==> src/rtl/asrr_params.svh <==
// offsets, field positions and reset values of the address and soft reset registers
`ifndef ASRR_PARAMS_SVH
`define ASRR_PARAMS_SVH

`define ASRR_OFF_ADDR_SEL     8'h00
`define ASRR_OFF_SOFT_RST     8'h01
`define ASRR_ADDR_SEL_BIT     0
`define ASRR_VIDEO_RST_BIT    4
`define ASRR_FULL_CLEAR_BIT   1
`define ASRR_KEEP_CLEAR_BIT   0
`define ASRR_ADDR_SEL_RST_LSB 1'h0
`define ASRR_SOFT_RST_RESET   8'h00
`define ASRR_STRAP_BASE_ADDR  7'h0C
`define ASRR_BYTE_BITS        4'h8

`endif

==> src/rtl/asrr_pkg.sv <==
// types of the address and soft reset register block
package asrr_pkg;

  typedef enum logic [2:0] {
    ST_IDLE,
    ST_ADDR,
    ST_ACK_A,
    ST_RX,
    ST_ACK_W,
    ST_TX,
    ST_RACK
  } asrr_state_t;

endpackage

==> src/rtl/asrr_regs.sv <==
// serial-bus slave with the own-address select and soft reset registers
// Functional notes
// - address register holds strap address after reset
// - bit 0 selects strap or software address
// - bit 4 pulses video-input reset, self-clears
// - bit 1 pulses full reset including registers
// - bit 0 pulses logic reset sparing registers
// - register-sparing reset reloads strap-derived values
// - register-sparing reset restores listed register defaults
// - acknowledge matching address, otherwise release line
`timescale 1ns/100ps
`include "asrr_params.svh"

module asrr_regs
  import asrr_pkg::*;
(
  input  wire logic       sys_clk_i,
  input  wire logic       sys_rst_i,
  input  wire logic       scl_i,
  input  wire logic       sda_i,
  output logic            sda_o,
  output logic            sda_oe_o,
  input  wire logic [2:0] address_strap_pin_i,
  output logic [6:0]      own_bus_address_o,
  output logic            video_in_rst_o,
  output logic            full_digital_clear_o,
  output logic            logic_clear_keep_regs_o,
  output logic            restore_defaults_o
);

  logic [1:0]  scl_sync_reg;
  logic [1:0]  sda_sync_reg;
  logic [2:0]  strap_s1_reg;
  logic [2:0]  strap_s2_reg;
  logic        scl_prev_reg;
  logic        sda_prev_reg;
  logic        scl_rise;
  logic        scl_fall;
  logic        start_cond;
  logic        stop_cond;
  asrr_state_t state_reg;
  logic [7:0]  shift_reg;
  logic [3:0]  bit_cnt_reg;
  logic        rw_reg;
  logic        got_ptr_reg;
  logic [7:0]  ptr_reg;
  logic [7:0]  tx_reg;
  logic        drive_reg;
  logic        wr_stb_reg;
  logic [7:0]  wr_ptr_reg;
  logic [7:0]  wr_data_reg;
  logic [6:0]  strap_addr_reg;
  logic [7:0]  addr_sel_reg;
  logic        video_rst_reg;
  logic        full_clear_reg;
  logic        keep_clear_reg;
  logic        reg_reload;
  logic [6:0]  strap_decoded;
  logic        addr_match;
  logic [7:0]  rd_word;

  // pins come from outside: two flip-flops before any use
  always_ff @(posedge sys_clk_i) begin
    scl_sync_reg <= {scl_sync_reg[0], scl_i};
    sda_sync_reg <= {sda_sync_reg[0], sda_i};
    strap_s1_reg <= address_strap_pin_i;
    strap_s2_reg <= strap_s1_reg;
  end

  always_ff @(posedge sys_clk_i) begin
    if (sys_rst_i) begin
      scl_prev_reg <= 1'b1;
      sda_prev_reg <= 1'b1;
    end else begin
      scl_prev_reg <= scl_sync_reg[1];
      sda_prev_reg <= sda_sync_reg[1];
    end
  end

  assign scl_rise   = scl_sync_reg[1] & ~scl_prev_reg;
  assign scl_fall   = ~scl_sync_reg[1] & scl_prev_reg;
  assign start_cond = scl_sync_reg[1] & scl_prev_reg & sda_prev_reg & ~sda_sync_reg[1];
  assign stop_cond  = scl_sync_reg[1] & scl_prev_reg & ~sda_prev_reg & sda_sync_reg[1];

  // strap levels step the address by two from the base
  assign strap_decoded = `ASRR_STRAP_BASE_ADDR + {3'h0, strap_s2_reg, 1'b0};

  assign own_bus_address_o = addr_sel_reg[`ASRR_ADDR_SEL_BIT] ? addr_sel_reg[7:1]
                                                              : strap_addr_reg;
  assign addr_match        = (shift_reg[7:1] == own_bus_address_o);

  // full clear restores registers as well; keep-regs clear only the listed ones
  assign reg_reload = sys_rst_i | full_clear_reg | keep_clear_reg;

  always_ff @(posedge sys_clk_i) begin
    if (reg_reload) begin
      strap_addr_reg <= strap_decoded;
    end
  end

  always_ff @(posedge sys_clk_i) begin
    if (reg_reload) begin
      addr_sel_reg <= {strap_decoded, `ASRR_ADDR_SEL_RST_LSB};
    end else if (wr_stb_reg && wr_ptr_reg == `ASRR_OFF_ADDR_SEL) begin
      addr_sel_reg <= wr_data_reg;
    end
  end

  always_ff @(posedge sys_clk_i) begin
    if (sys_rst_i || full_clear_reg) begin
      video_rst_reg  <= 1'b0;
      full_clear_reg <= 1'b0;
      keep_clear_reg <= 1'b0;
    end else begin
      video_rst_reg  <= wr_stb_reg && wr_ptr_reg == `ASRR_OFF_SOFT_RST
                        && wr_data_reg[`ASRR_VIDEO_RST_BIT];
      full_clear_reg <= wr_stb_reg && wr_ptr_reg == `ASRR_OFF_SOFT_RST
                        && wr_data_reg[`ASRR_FULL_CLEAR_BIT];
      keep_clear_reg <= wr_stb_reg && wr_ptr_reg == `ASRR_OFF_SOFT_RST
                        && wr_data_reg[`ASRR_KEEP_CLEAR_BIT];
    end
  end

  assign video_in_rst_o          = video_rst_reg;
  assign full_digital_clear_o    = full_clear_reg;
  assign logic_clear_keep_regs_o = keep_clear_reg;
  // listed registers elsewhere restore with it
  assign restore_defaults_o      = keep_clear_reg;

  // soft reset register always reads zero
  function automatic logic [7:0] read_mux(input logic [7:0] ptr);
    read_mux = (ptr == `ASRR_OFF_ADDR_SEL) ? addr_sel_reg : `ASRR_SOFT_RST_RESET;
  endfunction

  // a call result cannot be bit-selected, so the read word is a net
  assign rd_word = read_mux(ptr_reg);

  // bus engine is spared by soft clears so the command byte still gets its ack
  always_ff @(posedge sys_clk_i) begin
    if (sys_rst_i) begin
      state_reg   <= ST_IDLE;
      shift_reg   <= 8'h00;
      bit_cnt_reg <= 4'h0;
      rw_reg      <= 1'b0;
      got_ptr_reg <= 1'b0;
      ptr_reg     <= 8'h00;
      tx_reg      <= 8'h00;
      drive_reg   <= 1'b0;
      wr_stb_reg  <= 1'b0;
      wr_ptr_reg  <= 8'h00;
      wr_data_reg <= 8'h00;
    end else begin
      wr_stb_reg <= 1'b0;
      if (start_cond) begin
        state_reg   <= ST_ADDR;
        bit_cnt_reg <= 4'h0;
        drive_reg   <= 1'b0;
      end else if (stop_cond) begin
        state_reg <= ST_IDLE;
        drive_reg <= 1'b0;
      end else if (scl_rise) begin
        shift_reg   <= {shift_reg[6:0], sda_sync_reg[1]};
        bit_cnt_reg <= bit_cnt_reg + 4'h1;
      end else if (scl_fall) begin
        unique case (state_reg)
          ST_IDLE: begin
            drive_reg <= 1'b0;
          end
          ST_ADDR: begin
            if (bit_cnt_reg == `ASRR_BYTE_BITS) begin
              if (addr_match) begin
                state_reg <= ST_ACK_A;
                drive_reg <= 1'b1;
                rw_reg    <= shift_reg[0];
              end else begin
                state_reg <= ST_IDLE;
              end
            end
          end
          ST_ACK_A: begin
            bit_cnt_reg <= 4'h0;
            if (rw_reg) begin
              state_reg <= ST_TX;
              tx_reg    <= rd_word;
              drive_reg <= ~rd_word[7];
            end else begin
              state_reg   <= ST_RX;
              got_ptr_reg <= 1'b0;
              drive_reg   <= 1'b0;
            end
          end
          ST_RX: begin
            if (bit_cnt_reg == `ASRR_BYTE_BITS) begin
              state_reg <= ST_ACK_W;
              drive_reg <= 1'b1;
              if (!got_ptr_reg) begin
                ptr_reg     <= shift_reg;
                got_ptr_reg <= 1'b1;
              end else begin
                wr_stb_reg  <= 1'b1;
                wr_ptr_reg  <= ptr_reg;
                wr_data_reg <= shift_reg;
                ptr_reg     <= ptr_reg + 8'h01;
              end
            end
          end
          ST_ACK_W: begin
            state_reg   <= ST_RX;
            bit_cnt_reg <= 4'h0;
            drive_reg   <= 1'b0;
          end
          ST_TX: begin
            if (bit_cnt_reg == `ASRR_BYTE_BITS) begin
              state_reg <= ST_RACK;
              drive_reg <= 1'b0;
              ptr_reg   <= ptr_reg + 8'h01;
            end else begin
              tx_reg    <= {tx_reg[6:0], 1'b0};
              drive_reg <= ~tx_reg[6];
            end
          end
          ST_RACK: begin
            // master nack ends the read
            bit_cnt_reg <= 4'h0;
            if (!shift_reg[0]) begin
              state_reg <= ST_TX;
              tx_reg    <= rd_word;
              drive_reg <= ~rd_word[7];
            end else begin
              state_reg <= ST_IDLE;
              drive_reg <= 1'b0;
            end
          end
        endcase
      end
    end
  end

  // open drain: only ever pulls low
  assign sda_o    = 1'b0;
  assign sda_oe_o = drive_reg;
endmodule

==> config.mk <==
export PLATFORM = sky130hd
export DESIGN_NAME = asrr_regs
export DESIGN_NICKNAME = d
export VERILOG_FILES = /design/src/rtl/asrr_pkg.sv /design/src/rtl/asrr_regs.sv
export VERILOG_INCLUDE_DIRS = /design/src /design/src/rtl
export SDC_FILE = /design/constraint.sdc
export NUM_CORES = 1
export LEC_CHECK = 0
export CAP_MARGIN = 10
export CORE_MARGIN = 3
export CORE_UTILIZATION = 25
export CTS_BUF_LIST = sky130_fd_sc_hd__clkbuf_8
export DETAILED_ROUTE_END_ITERATION = 12
export DONT_BUFFER_PORTS = 1
export GPL_ROUTABILITY_DRIVEN = 1
export PLACE_DENSITY = 0.42
export REMOVE_ABC_BUFFERS = 1
export SLEW_MARGIN = 20
export SYNTH_ARGS = -nofsm -noshare
export SYNTH_HDL_FRONTEND = slang
export SYNTH_SLANG_ARGS = --single-unit
==> constraint.sdc <==
create_clock -name sys_clk_i -period 5.4 [get_ports sys_clk_i]
set_input_delay 1.35 -clock sys_clk_i [delete_from_list [all_inputs] [get_ports sys_clk_i]]
set_output_delay 1.35 -clock sys_clk_i [all_outputs]
set_load 0.03 [all_outputs]
==> metrics <==
status completed; clk sinks 77; die height between 100 and 150 um; TNS Setup 0 ns; Total Wirelength approximately 8500 um; multi-input logic area 1712 um2; initial drt markers 136; Max Buffers Root-to-Sink 2; Die X between 100 and 150 um; WP buf/inv 0; min Tclk post-route around 2.9 ns; average size of a mapped cell roughly 9.3 um2; htree depth 3; area of the core 13,560 um2; Leakage about 1.4 nW; CP Data Arrival Time roughly 1.5 ns; min-delay worst type reg2reg; antenna violations before repair 0; nets@finish between 300 and 400; Remaining DRCs 0; # resized after CTS 0; fin crit share 0.5308; R2R Setup Slk about 2.8 ns; clock slew at reported path FFs around 0.080 ns; number of synthesized flops with an enable pin 11; Routed Antenna Nets 0; largest net degree at the start of global routing a little over 50; Crit-path slowest cell dfxtp_1; final hold vios 0; most used flip-flop cell after synthesis dfxtp_1; CTS tree done; Inserted Clock Buffers 9; Final Core Density 0.2868; CTS root buf clkbuf_8; setup violators final 0; cell-by-cell trace of the critical path mux2_2; clk_lat worst skew about 0.35 ns; row count 42; Starting Density 0.2616; Die ar. 15,650 um2; #FFs+latches synth 77; Via-to-Cell Ratio about 4.8; synthesized instance count around 380; ant diodes 0; worst setup slack after layout between 2 and 3 ns; Worst VDD drop about 140 uV; Slew @ Worst Pin roughly 0.83 ns; asr flop ratio synth 0; MaxCap Viol Count 0; # fillers 1,446; CP startpoint kind flip-flop; FMAX approximately 350 MHz; share of layout cells above drive strength 1 0.07181; pre-CTS WS between 2 and 3 ns; CP delay by family, top flip-flops; RSZ-0062 raised after global routing no; slowest stage delay, CP 0.66 ns; buffers inserted by post-CTS timing repair 0; GP Congestion 0.7964; first-pass GRT wire length 14,160 um; Post-Route Skew between 0.008 and 0.009 ns; vias in the first global route approximately 2,500; critical path class reg2out; sequential area share after synthesis 0.4656; Max Slew Vio Count 0; Port Buf Inserts 0; via count roughly 2,600; gr usage total 0.1138; CP endpoint kind output pin; Synth cell types between 50 and 60; CP Data Required Time between 4 and 5 ns; critical-path maximum fanout 14; synth warn 0; CTS Hold Bufs 0; max_slew headroom 0.4428; PwrDens roughly 280 nW/um2; WHS 0.3307 ns; detailed-route wire length per cell about 15 um; cell area after synthesis 3547 um2; dpl hpwl ~6000 um; Area Overhead vs Synth 9.630%; Register Area roughly 1700 um2; I/O pin total 20; global route overflow 0; drt pass-1 iters 5
## cell type report
type,count,share of cell area
repair buffers,1,0.001931
clock buffers,11,0.03893
multi-input cells,259,0.4402
flip-flops and latches,77,0.4247
well taps,176,0.05663
inverters,23,0.02220
clock inverters,5,0.01544
## final timing paths
| path | startpoint | endpoint | depth (start not counted) |
|---|---|---|---|
| worst max-delay path | addr_sel_reg[0] | own_bus_address_o[1] | 1 |
| worst min-delay path | strap_s1_reg[0] | strap_s2_reg[0] | 0 |
| worst max register to register | scl_prev_reg | ptr_reg[0] | 6 |
| worst min register to register | strap_s1_reg[0] | strap_s2_reg[0] | 0 |
## Yosys cell counts, drive strengths merged (3+ instances only)
| library cell | number | share of area |
|---|---|---|
| xor2 | 6 | 0.015 |
| nand3 | 8 | 0.011 |
| a211oi | 10 | 0.021 |
| o21bai | 3 | 0.0063 |
| nor3 | 7 | 0.0099 |
| mux2 | 5 | 0.018 |
| a221oi | 8 | 0.020 |
| nand2b | 3 | 0.0053 |
| clkbuf | 14 | 0.015 |
| buf | 8 | 0.013 |
| nand2 | 21 | 0.022 |
| nand4 | 6 | 0.011 |
| inv | 23 | 0.024 |
| ha | 9 | 0.032 |
| or2 | 3 | 0.0053 |
| mux2i | 25 | 0.071 |
| o21ai | 20 | 0.028 |
| or3 | 4 | 0.0085 |
| and2 | 8 | 0.014 |
| nand3b | 3 | 0.0063 |
| a21oi | 18 | 0.025 |
| dfxtp | 66 | 0.37 |
| xnor2 | 6 | 0.015 |
| edfxtp | 11 | 0.093 |
| nor2b | 3 | 0.0053 |
| nor2 | 51 | 0.054 |
## where the power goes
group	internal, mW	total, mW	switching, mW
registers	0.591	0.600	0.00884
clock network	0.240	0.457	0.217
logic	0.0151	0.0413	0.0262
total	0.846	1.10	0.252
## metal layers
layer	wire length, um	global-route usage	vias to the layer above
met4	92	0.04273	0
met5	0	0	-
met3	271	0.03539	6
met1	4182	0.1505	1284
li1	-	-	1327
met2	3968	0.1746	32
## stage by stage
| step | power [mW] | cell area [um2] | std cells |
|---|---|---|---|
| finish | 1.098 | 3889 | 552 |
| global route | 1.153 | 3889 | 552 |
| CTS | 1.122 | 3889 | 552 |
| detailed placement | 0.6550 | 3677 | 536 |
| global placement | 0.6550 | 3677 | 536 |
| floorplan | 0.6432 | 3450 | 359 |
## worst reg2reg max path, delay by kind of cell (launching register included)
kind                       cells  cell delay (ns)
AOI/OAI and AO/OA              3             1.30
adders and majority gates      1             0.40
and+or+nand+nor                1             0.39
DFF                            1             0.38
buffers and inverters          1             0.06
## cell usage in the layout (no fill, tap or decap), drive strengths merged, types with 2 or more instances in the layout
master,synthesis,final
a211oi,10,10
dfxtp,66,66
clkbuf,14,11
inv,23,24
nor4b,2,2
a22oi,2,2
nor4,2,2
or2,3,3
xnor2,6,6
or3,4,4
mux2,5,5
ha,9,9
o2111ai,2,2
a31oi,2,2
mux2i,25,25
nand2b,3,3
nand3,8,8
and3b,2,2
o21bai,3,3
and2,8,8
nand3b,3,3
nor3b,2,2
nor2b,3,3
a21oi,18,18
nand4,6,6
nand2,21,21
a221oi,8,8
o21ai,20,20
edfxtp,11,11
nor2,51,51
nor3,7,7
xor2,6,6
clkinv,0,3
## cells by family (layout without fill, tap and decap cells)
| family | Yosys count | after routing | synth area share |
|---|---|---|---|
| simple gates | 129 | 129 | 0.1806 |
| compound gates | 78 | 78 | 0.1510 |
| flops | 77 | 77 | 0.4656 |
| buf+inv | 45 | 40 | 0.05185 |
| mux | 30 | 30 | 0.08854 |
| xor+xnor | 12 | 12 | 0.02963 |
| fa+ha+maj | 9 | 9 | 0.03175 |
| other cells | 1 | 1 | 0.001057 |
Power figures use the tool's default switching activity.
